===== src/shared/dac_margin_cfg.svh =====
// offsets, field positions, reset values for the margin, gain and comparator registers
`ifndef DAC_MARGIN_CFG_SVH
`define DAC_MARGIN_CFG_SVH

`define ADDR_W 8
`define DATA_W 16
`define CODE_W 10

`define OFS_CHAN2_MARGIN_LOW 8'h02
`define OFS_CHAN0_MARGIN_LOW 8'h0e
`define OFS_CHAN0_GAIN 8'h0f
`define OFS_CHAN1_MARGIN_LOW 8'h14
`define OFS_CHAN1_GAIN_CMP 8'h15

`define MARGIN_FIELD_HI 15
`define MARGIN_FIELD_LO 4
`define MARGIN_CODE_LO 6
`define GAIN_FIELD_HI 12
`define GAIN_FIELD_LO 10
`define CMP_ENABLE_BIT 0
`define CMP_INVERT_BIT 1
`define CMP_HIZ_DIS_BIT 2
`define CMP_ROUTE_BIT 3
`define CMP_OD_BIT 4

`define MARGIN_RESET 12'h000
`define GAIN_RESET 3'h0
`define CMP_CTRL_RESET 5'h00
`define UNMAPPED_READ 16'h0000

`endif


===== src/shared/dac_margin_pkg.sv =====
// types shared by the margin, gain and comparator register bank
`default_nettype none
package dac_margin_pkg;
    typedef struct packed {
        logic wr;
        logic rd;
        logic [7:0] addr;
        logic [15:0] wdata;
    } reg_req_t;

    typedef struct packed {
        logic comparator_open_drain;
        logic comparator_pin_route;
        logic feedback_hiz_disable;
        logic comparator_invert;
        logic comparator_enable;
    } cmp_ctrl_t;

    typedef enum logic [2:0] {
        GAIN_1X_SUPPLY = 3'h1,
        GAIN_1P5X_INT = 3'h2,
        GAIN_2X_INT = 3'h3,
        GAIN_3X_INT = 3'h4,
        GAIN_4X_INT = 3'h5
    } gain_code_t;

    typedef enum logic [1:0] {
        THR_PLAIN = 2'h0,
        THR_HYSTERESIS = 2'h1,
        THR_WINDOW = 2'h2,
        THR_INVALID = 2'h3
    } cmp_threshold_mode_t;
endpackage : dac_margin_pkg
`default_nettype wire


===== src/rtl/dac_margin_gain_cmp_regs.sv =====
// margin-low, gain and channel 1 comparator configuration registers
`default_nettype none
`include "dac_margin_cfg.svh"
module dac_margin_gain_cmp_regs #(
    parameter int CODE_W = `CODE_W
) (
    input wire logic clk_i,
    input wire logic nrst_i,
    input wire dac_margin_pkg::reg_req_t req_i,
    output logic [15:0] rdata_o,
    output logic rvalid_o,
    input wire logic [CODE_W-1:0] fb_code_i,
    input wire logic [CODE_W-1:0] chan1_margin_high_i,
    input wire dac_margin_pkg::cmp_threshold_mode_t comparator_threshold_mode_i,
    output logic [CODE_W-1:0] chan0_margin_low_o,
    output logic [CODE_W-1:0] chan1_margin_low_o,
    output logic [CODE_W-1:0] chan2_margin_low_o,
    output logic [2:0] chan0_gain_o,
    output logic [2:0] chan1_gain_o,
    output logic comparator_enable_o,
    output logic feedback_hiz_disable_o,
    output logic comparator_result_o,
    output logic chan1_output_pin_o,
    output logic chan1_output_pin_oe_n_o,
    output logic chan1_output_pin_od_o
);
    import dac_margin_pkg::*;

    localparam int MF_W = `MARGIN_FIELD_HI - `MARGIN_FIELD_LO + 1;

    logic [MF_W-1:0] chan0_margin_low_code;
    logic [MF_W-1:0] chan1_margin_low_code;
    logic [MF_W-1:0] chan2_margin_low_code;
    logic [2:0] chan0_gain_select;
    logic [2:0] chan1_gain;
    cmp_ctrl_t chan1_cmp_ctrl;
    logic [MF_W-1:0] next_chan0_margin_low_code;
    logic [MF_W-1:0] next_chan1_margin_low_code;
    logic [MF_W-1:0] next_chan2_margin_low_code;
    logic [2:0] next_chan0_gain_select;
    logic [2:0] next_chan1_gain;
    cmp_ctrl_t next_chan1_cmp_ctrl;
    logic [15:0] next_rdata;
    logic next_rvalid;
    logic [MF_W-1:0] wr_margin;
    logic [2:0] wr_gain;

    // only the defined fields are stored, so don't-care bits cannot leak anywhere
    assign wr_margin = req_i.wdata[`MARGIN_FIELD_HI:`MARGIN_FIELD_LO];
    assign wr_gain = req_i.wdata[`GAIN_FIELD_HI:`GAIN_FIELD_LO];

    always_comb begin
        next_chan0_margin_low_code = chan0_margin_low_code;
        next_chan1_margin_low_code = chan1_margin_low_code;
        next_chan2_margin_low_code = chan2_margin_low_code;
        next_chan0_gain_select = chan0_gain_select;
        next_chan1_gain = chan1_gain;
        next_chan1_cmp_ctrl = chan1_cmp_ctrl;
        if (req_i.wr) begin
            case (req_i.addr)
                `OFS_CHAN0_MARGIN_LOW: next_chan0_margin_low_code = wr_margin;
                `OFS_CHAN1_MARGIN_LOW: next_chan1_margin_low_code = wr_margin;
                `OFS_CHAN2_MARGIN_LOW: next_chan2_margin_low_code = wr_margin;
                `OFS_CHAN0_GAIN: next_chan0_gain_select = wr_gain;
                `OFS_CHAN1_GAIN_CMP: begin
                    next_chan1_gain = wr_gain;
                    // enable is taken as written; the host must have powered channel 1 first
                    next_chan1_cmp_ctrl.comparator_enable = req_i.wdata[`CMP_ENABLE_BIT];
                    next_chan1_cmp_ctrl.comparator_invert = req_i.wdata[`CMP_INVERT_BIT];
                    next_chan1_cmp_ctrl.feedback_hiz_disable = req_i.wdata[`CMP_HIZ_DIS_BIT];
                    next_chan1_cmp_ctrl.comparator_pin_route = req_i.wdata[`CMP_ROUTE_BIT];
                    next_chan1_cmp_ctrl.comparator_open_drain = req_i.wdata[`CMP_OD_BIT];
                end
                default: next_chan1_gain = chan1_gain;
            endcase
        end
        next_rvalid = req_i.rd;
        next_rdata = `UNMAPPED_READ;
        if (req_i.rd) begin
            case (req_i.addr)
                `OFS_CHAN0_MARGIN_LOW: next_rdata = {chan0_margin_low_code, 4'h0};
                `OFS_CHAN1_MARGIN_LOW: next_rdata = {chan1_margin_low_code, 4'h0};
                `OFS_CHAN2_MARGIN_LOW: next_rdata = {chan2_margin_low_code, 4'h0};
                `OFS_CHAN0_GAIN: next_rdata = {3'h0, chan0_gain_select, 10'h000};
                `OFS_CHAN1_GAIN_CMP: next_rdata = {3'h0, chan1_gain, 5'h00, chan1_cmp_ctrl};
                default: next_rdata = `UNMAPPED_READ;
            endcase
        end
    end

    always_ff @(posedge clk_i) begin
        if (!nrst_i) begin
            chan0_margin_low_code <= `MARGIN_RESET;
            chan1_margin_low_code <= `MARGIN_RESET;
            chan2_margin_low_code <= `MARGIN_RESET;
            chan0_gain_select <= `GAIN_RESET;
            chan1_gain <= `GAIN_RESET;
            chan1_cmp_ctrl <= `CMP_CTRL_RESET;
            rdata_o <= `UNMAPPED_READ;
            rvalid_o <= 1'b0;
        end else begin
            chan0_margin_low_code <= next_chan0_margin_low_code;
            chan1_margin_low_code <= next_chan1_margin_low_code;
            chan2_margin_low_code <= next_chan2_margin_low_code;
            chan0_gain_select <= next_chan0_gain_select;
            chan1_gain <= next_chan1_gain;
            chan1_cmp_ctrl <= next_chan1_cmp_ctrl;
            rdata_o <= next_rdata;
            rvalid_o <= next_rvalid;
        end
    end

    // the two bits below each code are storage only, the converter sees the top ten
    assign chan0_margin_low_o = chan0_margin_low_code[MF_W-1:MF_W-CODE_W];
    assign chan1_margin_low_o = chan1_margin_low_code[MF_W-1:MF_W-CODE_W];
    assign chan2_margin_low_o = chan2_margin_low_code[MF_W-1:MF_W-CODE_W];
    // invalid codes pass through unchanged; the analog side defines nothing for them
    assign chan0_gain_o = chan0_gain_select;
    assign chan1_gain_o = chan1_gain;
    assign comparator_enable_o = chan1_cmp_ctrl.comparator_enable;
    assign feedback_hiz_disable_o = chan1_cmp_ctrl.feedback_hiz_disable;

    cmp_output_stage #(
        .CODE_W(CODE_W)
    ) cmp_output_stage_i (
        .clk_i(clk_i),
        .nrst_i(nrst_i),
        .ctrl_i(chan1_cmp_ctrl),
        .mode_i(comparator_threshold_mode_i),
        .fb_code_i(fb_code_i),
        .high_code_i(chan1_margin_high_i),
        .low_code_i(chan1_margin_low_o),
        .cmp_result_o(comparator_result_o),
        .pin_o(chan1_output_pin_o),
        .pin_oe_n_o(chan1_output_pin_oe_n_o),
        .pin_od_o(chan1_output_pin_od_o)
    );
endmodule : dac_margin_gain_cmp_regs
`default_nettype wire


===== src/rtl/cmp_output_stage.sv =====
// channel 1 comparator: threshold decision, inversion and output pin drive
`default_nettype none
`include "dac_margin_cfg.svh"
module cmp_output_stage #(
    parameter int CODE_W = `CODE_W
) (
    input wire logic clk_i,
    input wire logic nrst_i,
    input wire dac_margin_pkg::cmp_ctrl_t ctrl_i,
    input wire dac_margin_pkg::cmp_threshold_mode_t mode_i,
    input wire logic [CODE_W-1:0] fb_code_i,
    input wire logic [CODE_W-1:0] high_code_i,
    input wire logic [CODE_W-1:0] low_code_i,
    output logic cmp_result_o,
    output logic pin_o,
    output logic pin_oe_n_o,
    output logic pin_od_o
);
    import dac_margin_pkg::*;

    logic raw;
    logic next_raw;
    logic next_result;
    logic next_pin;
    logic next_oe_n;
    logic next_od;
    logic drive_pin;

    always_comb begin
        next_raw = raw;
        if (!ctrl_i.comparator_enable) begin
            next_raw = 1'b0;
        end else begin
            case (mode_i)
                THR_PLAIN: next_raw = (fb_code_i >= low_code_i);
                THR_HYSTERESIS: begin
                    // between the bounds the last decision holds
                    if (fb_code_i >= high_code_i) begin
                        next_raw = 1'b1;
                    end else if (fb_code_i < low_code_i) begin
                        next_raw = 1'b0;
                    end
                end
                THR_WINDOW: next_raw = (fb_code_i >= low_code_i) && (fb_code_i <= high_code_i);
                default: next_raw = raw;
            endcase
        end
        next_result = next_raw ^ ctrl_i.comparator_invert;
        drive_pin = ctrl_i.comparator_enable && ctrl_i.comparator_pin_route;
        next_od = drive_pin && ctrl_i.comparator_open_drain;
        next_pin = next_result;
        if (!drive_pin) begin
            next_oe_n = 1'b1;
        end else if (next_od) begin
            // open drain only pulls low, a high result releases the pin
            next_oe_n = next_result;
        end else begin
            next_oe_n = 1'b0;
        end
    end

    always_ff @(posedge clk_i) begin
        if (!nrst_i) begin
            raw <= 1'b0;
            cmp_result_o <= 1'b0;
            pin_o <= 1'b0;
            pin_oe_n_o <= 1'b1;
            pin_od_o <= 1'b0;
        end else begin
            raw <= next_raw;
            cmp_result_o <= next_result;
            pin_o <= next_pin;
            pin_oe_n_o <= next_oe_n;
            pin_od_o <= next_od;
        end
    end
endmodule : cmp_output_stage
`default_nettype wire


===== config.mk =====
export PLATFORM = sky130hd
export DESIGN_NAME = dac_margin_gain_cmp_regs
export DESIGN_NICKNAME = d
export VERILOG_FILES = /design/src/shared/dac_margin_pkg.sv /design/src/rtl/dac_margin_gain_cmp_regs.sv /design/src/rtl/cmp_output_stage.sv
export VERILOG_INCLUDE_DIRS = /design/src /design/src/shared
export SDC_FILE = /design/constraint.sdc
export NUM_CORES = 1
export LEC_CHECK = 0
export BUFFER_PORTS_ARGS = -buffer_cell sky130_fd_sc_hd__buf_2
export CAP_MARGIN = 20
export CORE_MARGIN = 2
export CORE_UTILIZATION = 40
export DETAILED_ROUTE_END_ITERATION = 12
export PLACE_DENSITY = 0.61
export SLEW_MARGIN = 20
export SYNTH_ARGS = -nofsm -noshare
export SYNTH_HDL_FRONTEND = slang
export SYNTH_HIERARCHICAL = 1
export SYNTH_SLANG_ARGS = --single-unit

===== constraint.sdc =====
create_clock -name clk_i -period 2.4 [get_ports clk_i]
set_input_delay 0.48 -clock clk_i [delete_from_list [all_inputs] [get_ports clk_i]]
set_output_delay 0.48 -clock clk_i [all_outputs]
set_load 0.02 [all_outputs]

== Word-level counts from Yosys, hierarchy flattened ==
Cells that the tools add are included.

* Bits in registers: 68
* Input port bits: 50
* Output and inout bits: 59
* Word-level logic and storage cells: 45

* Order comparisons: 4
* Eq/ne operators: 7
* Muxes and demuxes: 6
* Bitwise gates (word level): 1
* Reduce and logical (&&, ||, !) cells: 11

{| class="wikitable"
|+ Operator list
! operator !! count
|-
| case mux 16 bit (5 select lines) || 1
|-
| >= comparator 10 bit || 2
|-
| == test 8 x 4 -> 1 bit, second input constant || 2
|-
| == test 8 x 5 -> 1 bit, second input constant || 2
|-
| AND reduction 2 bit || 7
|-
| <= comparator 10 bit || 1
|-
| < comparator 10 bit || 1
|-
| == test 8 x 2 -> 1 bit, second input constant || 1
|-
| two-way mux 1 bit || 4
|-
| logical AND 1 bit || 3
|-
| case mux 1 bit (3 select lines) || 1
|-
| == test 2 x 1 -> 1 bit, second input constant || 1
|-
| == test 2 bit, second input constant || 1
|-
| logical NOT 2 bit || 1
|-
| XOR 1 bit || 1
|}

== Depth between registers and ports, before layout ==
Gate-level depths: netlist (run 1).

* Depth after elaboration: 7
* Gate-level depth with buffers: 8
* Gate-level depth less buffers: 8

== Cells and area by module ==
Netlist (run 1), hierarchy kept.

{| class="wikitable"
|+ By module, submodules not included
! module !! instances !! cells an instance !! area an instance (µm²) !! sequential area each (µm²)
|-
| dac_margin_gain_cmp_regs || 1 || 323 || 2941.6 || 1281.2
|-
| cmp_output_stage || 1 || 96 || 735.7 || 80.1
|}

== Worst setup path after synthesis (run 1) ==
No wires, ideal clock.

* Path type: input to register
* Start point: in chan1_margin_high_i[5]
* End point: reg cmp_output_stage_i.pin_oe_n_o
* Setup time: 0.062 ns
* Arrival: 2.191 ns
* Data required time: 2.338 ns
* Slack: 0.147 ns
* Cell stages on the path: 8
* Buffers on the path: 0
* Path through: inv_1 -> ha_1 -> a21oi_2 -> o21ai_1 -> a2111o_1 -> a32o_2 -> or4_1 -> nand3_1

* Word-level cells in the longest chain between the ends: 6
* Elaborated cells on any way between the ends: 8
* Classes of those cells: 2 x order compare; 4 x mux; 1 x bitwise; 1 x reduce/logical

{| class="wikitable"
|+ RTL lines
! what !! line !! RTL
|-
| start: declaration || dac_margin_gain_cmp_regs.sv:13 || <nowiki>input wire logic [CODE_W-1:0] chan1_margin_high_i,</nowiki>
|-
| >= comparator 10 bit or <= comparator 10 bit (tied branches) || cmp_output_stage.sv:38, cmp_output_stage.sv:44 ||
|-
| two-way mux 1 bit or logical AND 1 bit (tied branches) || cmp_output_stage.sv:38, cmp_output_stage.sv:44 ||
|-
| case mux 1 bit (3 select lines) * || cmp_output_stage.sv:34 || <nowiki>case (mode_i)</nowiki>
|-
| two-way mux 1 bit * || cmp_output_stage.sv:31 || <nowiki>if (!ctrl_i.comparator_enable) begin</nowiki>
|-
| XOR 1 bit * || cmp_output_stage.sv:48 || <nowiki>next_result = next_raw ^ ctrl_i.comparator_invert;</nowiki>
|-
| two-way mux 1 bit * || cmp_output_stage.sv:54 || <nowiki>end else if (next_od) begin</nowiki>
|-
| end signal: assignment || cmp_output_stage.sv:73 || <nowiki>pin_oe_n_o <= next_oe_n;</nowiki>
|-
| end: declaration || cmp_output_stage.sv:16 || <nowiki>output logic pin_oe_n_o,</nowiki>
|}

Every way passes the cells marked *; elsewhere a longest branch is shown, timed or not.
A chain may end at the register's enable or synchronous reset.

== Worst setup path after layout (run 1) ==
* Start point: reg chan1_margin_low_code[3]
* End point: reg cmp_output_stage_i.pin_oe_n_o

* Word-level cells in the longest chain between the ends: 7
* Elaborated cells on any way between the ends: 9
* Classes of those cells: 2 x order compare; 5 x mux; 1 x bitwise; 1 x reduce/logical

{| class="wikitable"
|+ RTL lines
! what !! line !! RTL
|-
| start: declaration || dac_margin_gain_cmp_regs.sv:32 || <nowiki>logic [MF_W-1:0] chan1_margin_low_code;</nowiki>
|-
| start signal: assignment || dac_margin_gain_cmp_regs.sv:94 || <nowiki>chan1_margin_low_code <= `MARGIN_RESET;</nowiki>
|-
| start signal: assignment || dac_margin_gain_cmp_regs.sv:103 || <nowiki>chan1_margin_low_code <= next_chan1_margin_low_code;</nowiki>
|-
| < comparator 10 bit || cmp_output_stage.sv:40 || <nowiki>end else if (fb_code_i < low_code_i) begin</nowiki>
|-
| two-way mux 1 bit || cmp_output_stage.sv:40 ||
|-
| two-way mux 1 bit || cmp_output_stage.sv:38 || <nowiki>if (fb_code_i >= high_code_i) begin</nowiki>
|-
| case mux 1 bit (3 select lines) * || cmp_output_stage.sv:34 ||
|-
| two-way mux 1 bit * || cmp_output_stage.sv:31 ||
|-
| XOR 1 bit * || cmp_output_stage.sv:48 ||
|-
| two-way mux 1 bit * || cmp_output_stage.sv:54 ||
|}

Marked as above.

==> out/results.ini, run 1 <==
[synth]
synth-adder-area-share_pct=6.805
synth_nets=489
synth.most_common_cell=dfxtp_1
synthXorXnorAreaFrac_pct=0
muxShareOfSynthArea_pct=4.695
yosys.area.top_type_share_pct=37.02
synth_top_area_cell=dfxtp_1
ys_async_sr_fraction_pct=0
synth_edf_count=0
synth_top_family_by_area=simple AND/OR/NAND/NOR gates
synth_cell_types=51
synth_top_cells_by_area=dfxtp_1, ha_1, nand2_1, buf_4, a21boi_0
synth_compound_area_share_pct=16.06
yosysWarnings=6
ys_ff_latch=68
netlist_area_mm2=0.003677
syn_area_per_cell_um2=8.776
netlist_instances=419
yosysSeqAreaShare_pct=37.02
synth-simple-area-share_pct=23.68
ys_top_cells_by_count=dfxtp_1, nand2_1, buf_4
dominantRegCellSynth=dfxtp_1

[floorplan]
rows=34
dieHeight_um=99.88
fp.coreArea_mm2=0.008806
die_area_mm2=0.009976
io_pins=109
initial_core_util_pct=41.76
dieWidth_um=99.88

[worst_setup_path]
end_kind=flop
crit_path_top_delay_cell=a2111o_1
critPathKind=reg2reg
cp_num_buf_inv=1
crit_arrival_ns=2.44
crit_family=compound AO/OA/AOI/OAI gates
required_ns=2.62
path_cells=inv_1 > ha_1 > nand2b_1 > a211oi_1 > a2111o_1 > a2111oi_4 > or4_1 > nand3_1
cpPeakStageDelay_ns=0.48
worstPathMaxFanout=4
startpoint_type=flop

[grt]
grt_pass1_wl_mm=15.24
grt_start_max_net_pins=64
grtUsageTotal_pct=19.14
antenna_found_initial=0
grt_pass1_vias=3099
grt.overflow.total=0

[final_layout]
drive_gt1_share_pct=34.52
synthToLayoutAreaGrowth_pct=19.02
nets=572
seq_area_mm2=0.001363
multi_input_area_mm2=0.001926
final_area_mm2=0.004377
diodes=0
fillerInstances=857

[drt]
drc_errors=0
drt_iter0_drc=214
ant_nets=0
vias=3199
vias_per_cell=5.202
drtPass1Iterations=4
wl_per_cell_um=14.99
drt-total-wl_mm=9.220

[power_and_ir_drop]
leakage_nw=1.827
ir_worst_vdd_mv=0.2720
power_density_mw_per_mm2=528.9

[sta]
max_freq_mhz=450.7
layout_min_cycle_time_ns=2.219
setup_viol=0
holdWs_ns=0.4068
post-route-period-util_pct=92.44
drv_slew=0
clock_skew_ns=0.009762
relSlewSlack_pct=59.66
finalHoldViolCount=0
tightest_slew_ns=0.6051
rsz0062_at_grt=false

[cts]
hold_buffers=0
cts-root-buf=clkbuf_8
cts_tree=built
clockBufferDepth=2
clkLatencyLatePin_ns=0.33
numCtsBuffers=9
numClockSinks=68
clk_pin_slew_ns=0.07
cts_htree_levels=3

[run_status]
status=completed

[placed_design]
hpwl_mm=6.904
place_area_mm2=0.004129
port-buffer-count=108
place.gp.congestion=0.9120

[worst_hold_path]
hold_path.class=in2reg

[flow_run]
drv_cap=0

[registers in the layout, summed over array words and instances, names as in the netlist, 3 cells and up]
name                   count
chan1_gain_o               3
chan1_cmp_ctrl             3
rdata_o                   16
chan1_margin_low_code     12
chan0_margin_low_code     12
chan0_gain_o               3
chan2_margin_low_code     12
[layout make-up]
class / instances / share of cell area (%)
flip-flops and latches: 68 / 31.13
repair buffers: 123 / 14.92
inverters: 26 / 2.230
well taps: 108 / 3.087
multi-input cells: 274 / 44.00
clock buffers: 12 / 3.545
clock inverters: 4 / 1.086
[tightest hold or removal path, stage by stage]
cell     delay [ns]
buf_2          0.07
mux2i_1        0.06
nor2b_1        0.09
[final timing paths]
path | startpoint | end | slack, ns | depth (start not counted)
worst max register to register | chan1_margin_low_code[3] | cmp_output_stage_i/pin_oe_n_o | 0.18 | 8
worst max-delay path | chan1_margin_low_code[3] | cmp_output_stage_i/pin_oe_n_o | 0.18 | 8
worst min-delay path | req_i[0] | comparator_enable_o | 0.41 | 3
worst min register to register | chan2_margin_low_code[1] | chan2_margin_low_code[1] | 0.47 | 2
[routing by layer]
layer  track usage, %  part of all wire [%]  vias to the layer above
met5                0                     0                        -
met4            6.217                   1.4                        0
met3            3.830                   5.6                       13
met2            30.46                    46                      105
met1            26.16                    47                     1485
li1                 -                     -                     1596
[kinds of logic after synthesis]
logic type / after synthesis
adder cells (fa/ha/maj): 20
flip-flops: 68
AND/OR/NAND/NOR: 160
buffers and inverters: 77
AO/OA/AOI/OAI: 77
multiplexers: 17
[per-stage QoR]
step                      instances  worst slack [ns]  util [%]  setup TNS (ns)  power (mW)
after floorplan                 419            0.1475         -               0       1.270
after global placement          598          -0.04897     46.89        -0.09250       1.356
after detailed placement        598           -0.1130     46.89         -0.2103       1.362
after CTS                       614           0.03574     49.19               0       2.328
after global routing            615           0.03823     49.70               0       2.414
final                           615            0.1814     49.70               0       2.315
[power by group]
group / internal, mW / leakage (nW) / switching, mW
Sequential: 1.13 / 0.548 / 0.00105
Clock: 0.534 / 0.102 / 0.435
Combinational: 0.0920 / 1.18 / 0.123
[placed cells by master (no fill, tap or decap), types with 2 or more instances in the layout]
cell	instances
nand2b_1	5
ha_1	20
inv_1	26
o211ai_1	2
nor3_1	4
o21ai_0	2
o21ai_1	2
dfxtp_1	67
a21boi_0	24
mux2_2	2
a2111o_1	2
buf_2	108
and2_1	6
nand2_1	64
a21oi_1	9
and4_1	2
nor2_1	14
a221oi_1	2
nand3_1	18
nor2b_1	11
nand4b_1	2
nor4b_2	3
o21ai_2	12
a21oi_2	3
and3_1	2
a22oi_1	6
clkbuf_8	11
a31oi_1	3
a222oi_1	2
buf_4	15
nand3_2	8
a211oi_1	4
nor4b_1	2
clkinv_2	2
nand4_1	7
mux2i_1	15
[what timing repair did]
action | 4_1_cts | 5_1_grt
buffers inserted | 0 | 1
resized for setup | 0 | 5
setup endpoints to repair | 0 | 3
No activity file was read; power rests on OpenSTA's default activity.
==> run 2: changes to the inputs <==
- CORE_ASPECT_RATIO: unset -> 2
==> run 2 against run 1 <==
  * Highest routed layer unchanged
  * Wire length increased by 9.0%
  * Clock skew is 0.00059 ns lower
  * Final cell count up 0.16%
  * Clock power increased by 52%
  * Critical endpoint unchanged
  * Critical path depth grew 1
  * Setup slack about the same
  * Largest cell class unchanged
  * Core utilization increased by 1.0 points
  * Maximum frequency hardly changed
  * Die area is 0.47% higher
  * Sequential power about the same
  * Count of clock-buffer cells in the layout is 1 lower
==> out/results.ini, run 2 (synthesized netlist as in run 1, its figures left out) <==
[sta]
relSlewSlack_pct=62.54
setup_tns_ns=0
max_freq_mhz=450.8
tightest_slew_ns=0.5541
rsz0062_at_grt=false
clock_skew_ns=0.009170
layout_min_cycle_time_ns=2.218
post-route-period-util_pct=92.43
setup_viol=0
finalHoldViolCount=0
setup_ws_ns=0.1816
drv_slew=0

[floorplan]
rows=49
fp.coreArea_mm2=0.008951
dieHeight_um=139.6
die_area_mm2=0.01002
io_pins=109
initial_core_util_pct=41.08
dieWidth_um=71.80

[cts]
cts_tree=built
clk_pin_slew_ns=0.06
clockBufferDepth=2
cts_setup_buffers=0
numCtsBuffers=9
cts-root-buf=clkbuf_16
clkLatencyLatePin_ns=0.33
cts_htree_levels=3
numClockSinks=68

[power_and_ir_drop]
ir_worst_vdd_mv=0.4689
seqPwrFrac_pct=40.2
netSwitchingFraction_pct=22.20
leakage_nw=1.918
internal_power_mw=2.191
clockPowerShare_pct=52.1
p_sw_mw=0.6255
comb_power_share_pct=7.7
power_density_mw_per_mm2=620.5

[grt]
grtUsageTotal_pct=20.75
grt_pass1_wl_mm=16.10
grt.overflow.total=0
grt_pass1_vias=3297
grt_start_max_net_pins=34
antenna_found_initial=0

[final_layout]
final_cell_mix=buf_2, dfxtp_1, nand2_1
drive_gt1_share_pct=35.60
nets=579
top_register=rdata_o
final_common_cell=buf_2
synthToLayoutAreaGrowth_pct=23.44
finalNonFillerCells=616
fillerInstances=881
largest_reg_flops=16
diodes=0
final_area_mm2=0.004539

[placed_design]
dpl.cell_count=600
port-buffer-count=108
hpwl_mm=7.804
pre_cts_slack_ns=-0.1631
place_area_mm2=0.004194
place.gp.congestion=0.8909

[drt]
vias=3251
drt-total-wl_mm=10.05
drtPass1Iterations=4
wl_per_cell_um=16.31
ant_nets=0
vias_per_cell=5.278
drt_iter0_drc=107
drc_errors=0

[worst_setup_path]
end_kind=flop
ff2ff_setup_slack_ns=0.18
critPathKind=reg2reg
crit_start=chan1_margin_low_code[7]
r2r-start=chan1_margin_low_code[7]
startpoint_type=flop
worstPathMaxFanout=4
crit_arrival_ns=2.43
required_ns=2.61

[worst_hold_path]
hold_start=req_i[2]
hold_path.class=in2reg

[flow_run]
drv_cap=0

[run_status]
status=completed

run 2: cell types whose count changed in the layout (fill, tap and decap cells not counted), moves of 2 or more:
cell       delta
clkbuf_8      -9
clkbuf_16     +9
clkinv_2      -2
buf_4         +6
run 2: worst max-delay path: stages, from the launching register on:
cell	delay (ns)
dfxtp_2	0.35
inv_1	0.05
ha_1	0.31
a21oi_1	0.15
o21ai_1	0.08
a2111o_1	0.45
a2111oi_2	0.36
buf_4	0.18
or4_1	0.11
nand3_1	0.06
run 2: path summary, 6_finish.rpt:
| check | endpoint | cells past startpoint |
|---|---|---|
| worst min-delay path | feedback_hiz_disable_o | 3 |
| worst max register to register | cmp_output_stage_i/pin_oe_n_o | 9 |
| worst max-delay path | cmp_output_stage_i/pin_oe_n_o | 9 |
| worst min register to register | rdata_o[5] | 2 |
run 2: final cells by class:
type / instances / area, um2 / area share [%]
Multi-Input combinational cell: 274 / 1896 / 41.76
Clock buffer: 11 / 252.7 / 5.568
Inverter: 26 / 97.59 / 2.150
Clock inverter: 5 / 83.83 / 1.847
Tap cell: 102 / 127.6 / 2.811
Sequential cell: 68 / 1364 / 30.04
Timing Repair Buffer: 130 / 718.2 / 15.82
run 2: per-stage QoR:
| step | util [%] | hold WS [ns] | power, mW |
|---|---|---|---|
| finish | 50.71 | 0.4148 | 2.817 |
| detailed placement | 46.85 | 0.4496 | 1.375 |
| floorplan | - | 0.4322 | 1.270 |
| CTS | 50.62 | 0.4071 | 2.844 |
| global placement | 46.85 | 0.4502 | 1.370 |
| global route | 50.71 | 0.4256 | 2.913 |
run 2: timing repair:
action / CTS / global route
hold buffers: 0 / 0
resized for setup: 0 / 3
setup endpoints to repair: 0 / 2
run 2: power by group through the flow:
stage | Clock (mW) | Combinational (mW) | Sequential, mW
after floorplan | 0 | 0.113 | 1.16
after global placement | 0 | 0.213 | 1.16
after detailed placement | 0 | 0.218 | 1.16
after CTS | 1.49 | 0.219 | 1.13
after global routing | 1.54 | 0.242 | 1.13
final | 1.47 | 0.217 | 1.13
run 2: layer usage:
metal  part of all wire [%]  vias to the layer above  track usage, %
li1                       -                     1610               -
met1                     37                     1525           21.96
met2                     55                       93           38.26
met3                    4.8                       23           4.127
met4                    3.0                        0           9.136
met5                      0                        -               0
